==> config.mk <==
export PLATFORM = sky130hd
export DESIGN_NAME = asc_device_flat
export DESIGN_NICKNAME = d
export VERILOG_FILES = /design/src/shared/asc_pkg.sv /design/src/shared/asc_link_if.sv /design/src/core/asc_device.sv /design/src/flat_wrapper.sv
export VERILOG_INCLUDE_DIRS = /design/src /design/src/shared
export SDC_FILE = /design/constraint.sdc
export NUM_CORES = 1
export LEC_CHECK = 0
export BUFFER_PORTS_ARGS = -buffer_cell sky130_fd_sc_hd__buf_2
export CORE_MARGIN = 2
export CORE_UTILIZATION = 30
export DETAILED_ROUTE_END_ITERATION = 16
export PLACE_DENSITY = 0.45
export SETUP_SLACK_MARGIN = 0.1
export SLEW_MARGIN = 20
export SYNTH_ARGS = -nofsm -noshare
export SYNTH_HDL_FRONTEND = slang
export SYNTH_SLANG_ARGS = --single-unit
==> constraint.sdc <==
create_clock -name clk -period 3.14 [get_ports clk]
set_clock_uncertainty 0.2 [all_clocks]
set_input_delay 0.471 -clock clk [delete_from_list [all_inputs] [get_ports clk]]
set_output_delay 0.471 -clock clk [all_outputs]
set_load 0.1 [all_outputs]
==> src/shared/asc_consts.svh <==
// Constants of the converter serial control port: widths, bit fields, timing
`ifndef ASC_CONSTS_SVH
`define ASC_CONSTS_SVH

`define ASC_WORD_W 10
`define ASC_WRITE_CLOCKS 13
`define ASC_READ_RELEASE 10
`define ASC_CTRL_RESET 10'h000

// Control word fields, bit 9 is a don't care
`define ASC_EXTERNAL_REFERENCE_SELECT 0
`define ASC_TRIGGER_MODE_BIT 1
`define ASC_CHANNEL_LOW 2
`define ASC_CHANNEL_HIGH 3
`define ASC_DIFF_SELECT 4
`define ASC_COMMON_SELECT 5
`define ASC_POWER_DOWN_SELECT_LOW 6
`define ASC_POWER_DOWN_SELECT_HIGH 7
`define ASC_PACKAGE_ADDRESS_BIT 8

// Power-down select decoding
`define ASC_PD_FULL_NOW 2'h0
`define ASC_PD_PARTIAL_EOC 2'h1
`define ASC_PD_FULL_EOC 2'h2
`define ASC_PD_STAY_UP 2'h3

// Timing at a 200 MHz core clock
`define ASC_CLK_MHZ 200
`define ASC_CONV_TIME_NS 2300
`define ASC_CONV_CYCLES ((`ASC_CONV_TIME_NS * `ASC_CLK_MHZ) / 1000)
`define ASC_POWER_UP_NS 1500
`define ASC_POWER_UP_CYCLES ((`ASC_POWER_UP_NS * `ASC_CLK_MHZ) / 1000)
`define ASC_SCLK_HALF_NS 40
`define ASC_SCLK_HALF_CYCLES ((`ASC_SCLK_HALF_NS * `ASC_CLK_MHZ) / 1000)

// Synchroniser lanes and their idle levels
`define ASC_LANE_SCLK 0
`define ASC_LANE_WFS 1
`define ASC_LANE_RFS 2
`define ASC_LANE_DIN 3
`define ASC_LANE_TRIG 4
`define ASC_LANE_PIN 5
`define ASC_SYNC_IDLE 6'h13

`endif

==> src/shared/asc_pkg.sv <==
// Types shared by both ends of the converter serial control port
package asc_pkg;

    typedef enum logic [1:0] {
        ASC_PWR_FULL_DOWN,
        ASC_PWR_PARTIAL_DOWN,
        ASC_PWR_WAKING,
        ASC_PWR_UP
    } asc_pwr_type;

    typedef enum logic [1:0] {
        ASC_HOST_IDLE,
        ASC_HOST_WRITE,
        ASC_HOST_READ
    } asc_host_state_type;

endpackage : asc_pkg

==> src/shared/asc_link_if.sv <==
// Serial link between the converter control port and its host
`timescale 1ns/1ps
interface asc_link_if;
    logic sclk;
    logic write_frame_sync;
    logic read_frame_sync;
    logic din;
    logic dout;
    logic dout_oe;
    logic conversion_trigger;
    logic dout_line;

    // Released line reads high, as with a pull-up
    assign dout_line = dout_oe ? dout : 1'b1;

    modport dev (
        input sclk,
        input write_frame_sync,
        input read_frame_sync,
        input din,
        input conversion_trigger,
        output dout,
        output dout_oe
    );

    modport host (
        output sclk,
        output write_frame_sync,
        output read_frame_sync,
        output din,
        output conversion_trigger,
        input dout_line
    );
endinterface : asc_link_if

==> src/core/asc_device.sv <==
// Converter end: control word capture, result readout, conversion and power control
//
`timescale 1ns/1ps
`include "asc_consts.svh"

// How it works
// - Write frame fall starts ten-bit capture
// - Thirteen clocks per write, extra bits ignored
// - Read ignores clock until read frame rises
// - Read counter clears when read finishes
// - Output changes on rise, input on fall
// - Output released on eleventh rising edge
// - Trigger fall holds sample, starts conversion
// - Trigger level sampled at conversion end
// - Address pin and bit select device
// - Host sets reference bit for external reference
// - Mismatched word dropped, deselects output
// - Ten-bit control register, resets to zero
// - Power-down select bits decoded four ways
module asc_device (
    input wire logic clk, // Core clock, 200 MHz
    input wire logic rst_n, // Asynchronous reset, active low
    asc_link_if.dev link, // Serial link to the host
    input wire logic package_address_pin, // Hardwired package address
    input wire logic [`ASC_WORD_W-1:0] sample_code, // Code from the front end
    output logic [`ASC_WORD_W-1:0] ctrl_word, // Accepted control word
    output logic selected, // Last write matched our address
    output asc_pkg::asc_pwr_type power_state, // Power state
    output logic hold_active, // Track/hold in hold
    output logic result_valid, // One-cycle pulse at conversion end
    output logic [`ASC_WORD_W-1:0] result_word, // Last conversion result
    output logic trigger_at_end // Trigger level seen at conversion end
);
    import asc_pkg::*;

    logic [5:0] sync1_reg;
    logic [5:0] sync2_reg;
    logic [5:0] sync3_reg;
    logic [5:0] rise;
    logic [5:0] fall;
    logic din_s;
    logic trig_s;
    logic pin_s;

    logic wr_active_reg;
    logic [3:0] wr_cnt_reg;
    logic [`ASC_WORD_W-1:0] wr_shift_reg;
    logic [`ASC_WORD_W-1:0] wr_word_next;
    logic wr_done;
    logic addr_match;

    logic rd_armed_reg;
    logic [3:0] rd_cnt_reg;
    logic [`ASC_WORD_W-1:0] rd_shift_reg;
    logic dout_reg;
    logic dout_oe_reg;

    logic [8:0] conv_cnt_reg;
    logic [8:0] wake_cnt_reg;
    logic [`ASC_WORD_W-1:0] held_code_reg;
    logic conv_end;
    logic [1:0] pd_sel;
    logic [1:0] pd_new;

    // Two flip-flops on every pin, a third only for edge finding
    always_ff @(posedge clk or negedge rst_n) begin
        if (!rst_n) begin
            sync1_reg <= `ASC_SYNC_IDLE;
            sync2_reg <= `ASC_SYNC_IDLE;
            sync3_reg <= `ASC_SYNC_IDLE;
        end else begin
            sync1_reg <= {package_address_pin, link.conversion_trigger, link.din,
                          link.read_frame_sync, link.write_frame_sync, link.sclk};
            sync2_reg <= sync1_reg;
            sync3_reg <= sync2_reg;
        end
    end

    assign rise = sync2_reg & ~sync3_reg;
    assign fall = ~sync2_reg & sync3_reg;
    assign din_s = sync2_reg[`ASC_LANE_DIN];
    assign trig_s = sync2_reg[`ASC_LANE_TRIG];
    assign pin_s = sync2_reg[`ASC_LANE_PIN];

    // Din lags by the same two flops as the clock, so it lines up with its edge
    assign wr_word_next = {wr_shift_reg[`ASC_WORD_W-2:0], din_s};
    assign wr_done = wr_active_reg && fall[`ASC_LANE_SCLK]
                     && (wr_cnt_reg == 4'(`ASC_WORD_W - 1));
    assign addr_match = (wr_word_next[`ASC_PACKAGE_ADDRESS_BIT] == pin_s);

    // Write capture
    always_ff @(posedge clk or negedge rst_n) begin
        if (!rst_n) begin
            wr_active_reg <= 1'b0;
            wr_cnt_reg <= 4'h0;
            wr_shift_reg <= `ASC_CTRL_RESET;
        end else if (fall[`ASC_LANE_WFS]) begin
            wr_active_reg <= 1'b1;
            wr_cnt_reg <= 4'h0;
        end else if (wr_active_reg && fall[`ASC_LANE_SCLK]) begin
            wr_shift_reg <= wr_word_next;
            wr_cnt_reg <= wr_cnt_reg + 4'h1;
            // Clocks after the tenth are left to fall unseen
            if (wr_done) begin
                wr_active_reg <= 1'b0;
            end
        end
    end

    // Control register and bus ownership
    always_ff @(posedge clk or negedge rst_n) begin
        if (!rst_n) begin
            ctrl_word <= `ASC_CTRL_RESET;
            selected <= 1'b0;
        end else if (wr_done) begin
            if (addr_match) begin
                ctrl_word <= wr_word_next;
                selected <= 1'b1;
            end else begin
                // Another package took this word, so it owns the next read
                selected <= 1'b0;
            end
        end
    end

    // Result readout
    always_ff @(posedge clk or negedge rst_n) begin
        if (!rst_n) begin
            rd_armed_reg <= 1'b0;
            rd_cnt_reg <= 4'h0;
            rd_shift_reg <= `ASC_CTRL_RESET;
            dout_reg <= 1'b0;
            dout_oe_reg <= 1'b0;
        end else if (rise[`ASC_LANE_RFS]) begin
            rd_armed_reg <= 1'b1;
            rd_cnt_reg <= 4'h0;
            rd_shift_reg <= result_word;
        end else if (rd_armed_reg && rise[`ASC_LANE_SCLK]) begin
            if (rd_cnt_reg == 4'(`ASC_READ_RELEASE)) begin
                dout_oe_reg <= 1'b0;
                rd_armed_reg <= 1'b0;
                rd_cnt_reg <= 4'h0;
            end else begin
                dout_reg <= rd_shift_reg[`ASC_WORD_W-1];
                rd_shift_reg <= {rd_shift_reg[`ASC_WORD_W-2:0], 1'b0};
                dout_oe_reg <= selected;
                rd_cnt_reg <= rd_cnt_reg + 4'h1;
            end
        end
    end

    assign link.dout = dout_reg;
    assign link.dout_oe = dout_oe_reg;

    assign conv_end = hold_active && (conv_cnt_reg == 9'h001);
    assign pd_sel = {ctrl_word[`ASC_POWER_DOWN_SELECT_HIGH],
                     ctrl_word[`ASC_POWER_DOWN_SELECT_LOW]};
    assign pd_new = {wr_word_next[`ASC_POWER_DOWN_SELECT_HIGH],
                     wr_word_next[`ASC_POWER_DOWN_SELECT_LOW]};

    // Conversion timing and track/hold
    always_ff @(posedge clk or negedge rst_n) begin
        if (!rst_n) begin
            hold_active <= 1'b0;
            conv_cnt_reg <= 9'h000;
            held_code_reg <= `ASC_CTRL_RESET;
        end else if (fall[`ASC_LANE_TRIG] && power_state == ASC_PWR_UP && !hold_active) begin
            hold_active <= 1'b1;
            held_code_reg <= sample_code;
            conv_cnt_reg <= 9'(`ASC_CONV_CYCLES);
        end else if (hold_active) begin
            conv_cnt_reg <= conv_cnt_reg - 9'h001;
            if (conv_end) begin
                hold_active <= 1'b0;
            end
        end
    end

    // Result and trigger level at conversion end
    always_ff @(posedge clk or negedge rst_n) begin
        if (!rst_n) begin
            result_word <= `ASC_CTRL_RESET;
            result_valid <= 1'b0;
            trigger_at_end <= 1'b1;
        end else begin
            result_valid <= conv_end;
            if (conv_end) begin
                result_word <= held_code_reg;
                trigger_at_end <= trig_s;
            end
        end
    end

    // Power control; a new word with 00 overrides the end-of-conversion choice, one with 11 only wakes a part that is down
    always_ff @(posedge clk or negedge rst_n) begin
        if (!rst_n) begin
            power_state <= ASC_PWR_FULL_DOWN;
            wake_cnt_reg <= 9'h000;
        end else if (wr_done && addr_match && pd_new == `ASC_PD_FULL_NOW) begin
            power_state <= ASC_PWR_FULL_DOWN;
        end else if (wr_done && addr_match && pd_new == `ASC_PD_STAY_UP
                     && power_state != ASC_PWR_UP && power_state != ASC_PWR_WAKING) begin
            power_state <= ASC_PWR_WAKING;
            wake_cnt_reg <= 9'(`ASC_POWER_UP_CYCLES);
        end else begin
            case (power_state)
                ASC_PWR_FULL_DOWN, ASC_PWR_PARTIAL_DOWN: begin
                    // A rising trigger wakes the part unless held fully down
                    if (rise[`ASC_LANE_TRIG] && pd_sel != `ASC_PD_FULL_NOW) begin
                        power_state <= ASC_PWR_WAKING;
                        wake_cnt_reg <= 9'(`ASC_POWER_UP_CYCLES);
                    end
                end
                ASC_PWR_WAKING: begin
                    wake_cnt_reg <= wake_cnt_reg - 9'h001;
                    if (wake_cnt_reg == 9'h001) begin
                        power_state <= ASC_PWR_UP;
                    end
                end
                ASC_PWR_UP: begin
                    if (conv_end && !trig_s) begin
                        case (pd_sel)
                            `ASC_PD_PARTIAL_EOC: power_state <= ASC_PWR_PARTIAL_DOWN;
                            `ASC_PD_FULL_EOC: power_state <= ASC_PWR_FULL_DOWN;
                            default: power_state <= ASC_PWR_UP;
                        endcase
                    end
                end
                default: begin
                    power_state <= ASC_PWR_FULL_DOWN;
                end
            endcase
        end
    end

endmodule : asc_device

==> src/flat_wrapper.sv <==
// flat-port wrapper written by rule: the top's interface ports become plain ports
module asc_device_flat import asc_pkg::*;
  (clk, rst_n, package_address_pin, sample_code, ctrl_word, selected, power_state, hold_active, result_valid, result_word, trigger_at_end, link_sclk, link_write_frame_sync, link_read_frame_sync, link_din, link_conversion_trigger, link_dout, link_dout_oe);
  asc_link_if link_i ();
  input wire logic clk;
  input wire logic rst_n;
  input wire logic package_address_pin;
  input wire logic [`ASC_WORD_W-1:0] sample_code;
  output logic [`ASC_WORD_W-1:0] ctrl_word;
  output logic selected;
  output asc_pkg::asc_pwr_type power_state;
  output logic hold_active;
  output logic result_valid;
  output logic [`ASC_WORD_W-1:0] result_word;
  output logic trigger_at_end;
  input wire logic [$bits(link_i.sclk)-1:0] link_sclk;
  input wire logic [$bits(link_i.write_frame_sync)-1:0] link_write_frame_sync;
  input wire logic [$bits(link_i.read_frame_sync)-1:0] link_read_frame_sync;
  input wire logic [$bits(link_i.din)-1:0] link_din;
  input wire logic [$bits(link_i.conversion_trigger)-1:0] link_conversion_trigger;
  output wire logic [$bits(link_i.dout)-1:0] link_dout;
  output wire logic [$bits(link_i.dout_oe)-1:0] link_dout_oe;
  assign link_i.sclk = link_sclk;
  assign link_i.write_frame_sync = link_write_frame_sync;
  assign link_i.read_frame_sync = link_read_frame_sync;
  assign link_i.din = link_din;
  assign link_i.conversion_trigger = link_conversion_trigger;
  assign link_dout = link_i.dout;
  assign link_dout_oe = link_i.dout_oe;
  asc_device u_core (.clk(clk), .rst_n(rst_n), .link(link_i), .package_address_pin(package_address_pin), .sample_code(sample_code), .ctrl_word(ctrl_word), .selected(selected), .power_state(power_state), .hold_active(hold_active), .result_valid(result_valid), .result_word(result_word), .trigger_at_end(trigger_at_end));
endmodule
======== After elaboration in Yosys (flattened, before gate mapping) ========
Cells that the tools add are included.
storage, ports and cells
  register bits ........................... 102
  bits of input ports ..................... 18
  output and inout port bits .............. 28
  logic and storage cells ................. 116
operators by class
  add/subtract/negate cells ............... 4
  equality and inequality tests ........... 18
  mux-type cells .......................... 31
  bitwise operators ....................... 8
  reduce and logical (&&, ||, !) cells .... 34
operator list
  kind                 number
  $mux 9               4
  $mux 10              3
  $mux 4               5
  $eq 9x1->1 const B   2
  $pmux 9 s2           1
  $sub 9x1->9 const B  2
  $logic_and 1x1->1    13
  $reduce_and 2->1     6
  $reduce_bool 2->1    6
  $mux 1               11
  $and 5x5->5          2
  $mux 2               5
  $not 5->5            2
  $reduce_and 3->1     3
  $add 4x1->4 const B  2
  $eq 2x2->1 const B   4
  $eq 4x4->1 const B   2
  $ne 4x1->1 const B   2
  $pmux 2 s3           1
  $eq 2x1->1 const B   2
  $logic_not 2->1      2
  $ne 2x2->1 const B   2
  $ne 4x4->1 const B   1
  $not 1->1            4
  other kinds (7)      8

======== Logic depth before layout (Yosys ltp) ========
  word-level depth ........................ 10
  gate-level depth with buffers ........... 8
  depth with buffers taken out ............ 7

======== Worst setup path after synthesis ========
OpenSTA, ideal clock, no wires.
  path kind ............................... reg-to-reg
  start ................................... reg u_core.power_state[0]
  end ..................................... reg u_core.wake_cnt_reg[7]
  setup time .............................. 126 ps
  data arrival time ....................... 2440 ps
  required time ........................... 2814 ps
  path slack .............................. 373 ps
  cell stages (with the launch flop) ...... 6
  path buffers ............................ 1
  period minus slack after synthesis ...... 2767 ps
  cell sequence ........................... dfrtp_1 > clkbuf_1 > or4_1 > or3_1 > or3_1 > a311o_1
on the way
  cells in the longest elaborated chain, start to end .. 5
  elaborated cells on any way between the ends .. 13
  those cells by class .................... eq/ne: 5; mux: 2; reduce/logical: 6
ends and longest elaborated chain
  what                                                       RTL line           source
  from (decl)                                                asc_device.sv:28   output asc_pkg::asc_pwr_type power_state,
  from (signal assigned)                                     asc_device.sv:197  power_state <= ASC_PWR_FULL_DOWN;
  from (signal assigned)                                     asc_device.sv:200  power_state <= ASC_PWR_FULL_DOWN;
  from (signal assigned)                                     asc_device.sv:203  power_state <= ASC_PWR_WAKING;
  $ne 2x2->1                                                 asc_device.sv:202  && power_state != ASC_PWR_UP && power_state != ASC_PWR_WAKING) begin
  $logic_and 1x1->1 (2 in a row)                             asc_device.sv:201  end else if (wr_done && addr_match && pd_new == `ASC_PD_STAY_UP
  $ne 3x1->1 (no line) or $reduce_bool 3->1 (tied branches)  n/a
  $reduce_and 3->1 (no line)                                 n/a
  to (signal assigned)                                       asc_device.sv:204  wake_cnt_reg <= 9'(`ASC_POWER_UP_CYCLES);
  to (signal assigned)                                       asc_device.sv:211  wake_cnt_reg <= 9'(`ASC_POWER_UP_CYCLES);
  to (signal assigned)                                       asc_device.sv:215  wake_cnt_reg <= wake_cnt_reg - 9'h001;
  to (decl)                                                  asc_device.sv:59   logic [8:0] wake_cnt_reg;
Parallel ways exist; a longest one is shown, timed or not.
A chain may end at the register's enable or synchronous reset.

======== Worst setup path after layout ========
  start ................................... reg u_core.wake_cnt_reg[5]
  end ..................................... reg u_core.power_state[0]
on the way
  cells in the longest elaborated chain, start to end .. 3
ends and longest elaborated chain
  what                        RTL line           source
  $eq 9x1->1                  asc_device.sv:216  if (wake_cnt_reg == 9'h001) begin
  $ne 4x1->1 (no line)        n/a
  $reduce_and 3->1 (no line)  n/a
  to (signal assigned)        asc_device.sv:217  power_state <= ASC_PWR_UP;
  to (signal assigned)        asc_device.sv:223  `ASC_PD_PARTIAL_EOC: power_state <= ASC_PWR_PARTIAL_DOWN;
  to (signal assigned)        asc_device.sv:224  `ASC_PD_FULL_EOC: power_state <= ASC_PWR_FULL_DOWN;
Every way passes these cells.

==> impl_metrics.toml <==
[floorplanning]
die_h_microns = 123
fp.coreArea_sq_um = 13800
ios = 46
die_w_microns = 123
die_area_sq_um = 15000
rows = 43
start_util = 0.305

[placement]
portBuffers = 45
place_congestion = 0.751
dp_hpwl_microns = 5810
place_inst = 614

[clocking]
cts-root-buf = "clkbuf_16"
cts_sinks = 101
clockBufferDepth = 2
htreeDepth = 3
insertion_delay_ps = 350
clk_pin_slew_ps = 70
cts_tree = "done"
numCtsBuffers = 9

[setup_path]
cp_common_cell = "or4_1"
crit_chain = "or4_1 -> or4_1 -> a311oi_2 -> a21oi_2 -> mux2_4"
cp.arrival_ps = 2570
slowest_delay_ps = 560
crit_slowest_cell = "or4_1"
r2r-end = "u_core.power_state[0]"
critPathLaunchType = "flip-flop"
timing.critical_path.from = "u_core.wake_cnt_reg[5]"
critPathRequiredTime_ps = 3180
crit_end = "u_core.power_state[0]"
critPathMaxFanout = 6
r2r_slack_ps = 600
cp-end-kind = "flip-flop"
reg2reg_depth = 5
r2r-start = "u_core.wake_cnt_reg[5]"
worstSetupPathType = "flip-flop to flip-flop"

[logic_synthesis]
yosysWarnings = 0
ys_types = 44
yosysTopAreaCell = "dfrtp_1"
synth_area_sq_um = 4220
synth_top_area_share = 0.540
synth-seq-cells = 101
avgSynthCellArea_sq_um = 10.8
synth_ff_type = "dfrtp_1"
yosysSeqAreaShare = 0.602
synthesis.nets = 419
async_flop_share = 1.00
synth_edf_count = 0
yosys-top-cells-area = "dfrtp_1 54%, nand2_1 8.5%, dfstp_2 6.2%, mux2_2 4.0%, o21ai_0 3.2%"
syn_inst = 391

[global_routing]
grt_pass1_wl_microns = 14700
grt.overflow.total = 0
grt_pass1_vias = 2905
grt_usage = 0.128
grt_max_degree = 59
antenna_found_initial = 0

[routing]
drt_iter0_markers = 142
via_count = 2910
first_pass_iters = 6
wl_per_cell_microns = 13.7
drc = 0
routed_wl_microns = 8650
ant_nets = 0
viasPerCell = 4.60

[job]
cap_violations = 0

[sta]
slew_headroom = 0.560
finalSetupViolations = 0
finalCritPeriodShare = 0.808
hold_viol_final = 0
max_freq_mhz = 394
finalSetupTns_ps = 0
tightest_slew_ps = 654
min_period_ps = 2540
slew_viol_final = 0
rsz0062_at_grt = "no"

[power]
peakVddDrop_v = 0.000442
p_per_area_nw_per_um2 = 840
leakage_nw = 2.42

[final_layout]
layout-drive-gt1-share = 0.226
syn_to_final_growth_pct = 20.4
final_nets = 475
final_core_util = 0.367
stdcell_count = 632
n_antenna_cell = 0

[outcome]
run_status = "finished, final reports clean"

[hold_path]
hp-class = "input port to flip-flop"
==> how the worst min path moves through the flow <==
stage                         from                      to  slack (ps)  cells after the start
2_1_floorplan                rst_n  u_core.conv_cnt_reg[0]         -20                      0
3_3_place_gp   u_core.sync1_reg[2]     u_core.sync2_reg[2]         130                      0
3_5_place_dp   u_core.sync1_reg[3]     u_core.sync2_reg[3]         130                      0
4_1_cts                  link_sclk     u_core.sync1_reg[0]           7                      1
5_1_grt                  link_sclk     u_core.sync1_reg[0]           5                      1
6_report                 link_sclk     u_core.sync1_reg[0]          20                      1
==> where the power goes <==
group          internal (mW)  total, mW  switching, mW
combinational          0.386       1.10          0.717
clock                  0.801       1.29          0.490
sequential              1.59       1.87          0.283
==> timing repair <==
item	CTS	global route
gates resized for setup	0	0
setup buffers	0	0
hold buffers	2	0
endpoints found under the hold margin	38	0
==> per-layer routing <==
layer,vias up,global-route usage,wire length [microns]
met5,-,0,0
met4,0,0.0697,234
met3,13,0.0283,208
met2,29,0.183,3880
met1,1426,0.180,4320
li1,1442,-,-
==> cell type report <==
| class | instances | area, sq um |
|---|---|---|
| flip-flops and latches | 101 | 2540 |
| inverters | 13 | 48.8 |
| multi-input cells | 266 | 1590 |
| clock buffers | 10 | 239 |
| well taps | 180 | 225 |
| repair buffers | 56 | 328 |
| fillers | 1375 | 8750 |
| clock inverters | 6 | 109 |
==> cells in the mapped netlist, drive strengths merged, types with 6 or more instances <==
library cell	number
a21oi	10
clkbuf	11
dfrtp	91
dfstp	10
ha	10
inv	13
mux2	19
mux2i	10
nand2	96
nand3	7
nor2	23
nor3	6
o21ai	27
==> cells by family after synthesis <==
logic type               Yosys count  synth area share
AO/OA/AOI/OAI                     57            0.0846
adder cells (fa/ha/maj)           10            0.0297
AND/OR/NAND/NOR                  166             0.178
XOR/XNOR                           4           0.00831
buffers and inverters             24            0.0214
flip-flops                       101             0.602
multiplexers                      29            0.0754
==> critical path: cells and delay by family, from the launching register on <==
kind / cells / cell delay [ps]
AOI/OAI and AO/OA: 2 / 440
DFF: 1 / 430
and+or+nand+nor: 2 / 1050
muxes: 1 / 300
==> placed cells by master (no fill, tap or decap), types with 3 or more instances in the layout <==
cell type and count:
bufinv_16 3, dfstp_2 10, nand3b_1 3, nand2b_1 4, nand3_1 7, buf_2 44
clkbuf_16 9, nand2_1 96, or4_1 5, o21ai_0 27, mux2i_1 10, nor3_1 6
a21o_1 4, a31oi_1 3, o31ai_1 4, dfrtp_1 91, or3_1 3, ha_1 10
inv_1 13, buf_4 9, nor3b_1 3, mux2_1 3, a21oi_1 9, nor2b_1 4
mux2_2 15, nor2_1 22, nor4_1 4
==> per-stage QoR <==
stage / hold slack, ps / setup WS, ps / total power, mW / area (sq um)
floorplan: -24.6 / 373 / 2.69 / 4220
global placement: 132 / 659 / 2.97 / 4710
detailed placement: 135 / 625 / 3.00 / 4710
CTS: 6.83 / 604 / 4.33 / 5080
global route: 5.10 / 491 / 4.55 / 5080
finish: 20.2 / 602 / 4.26 / 5080
No activity file was read; power rests on OpenSTA's default activity.
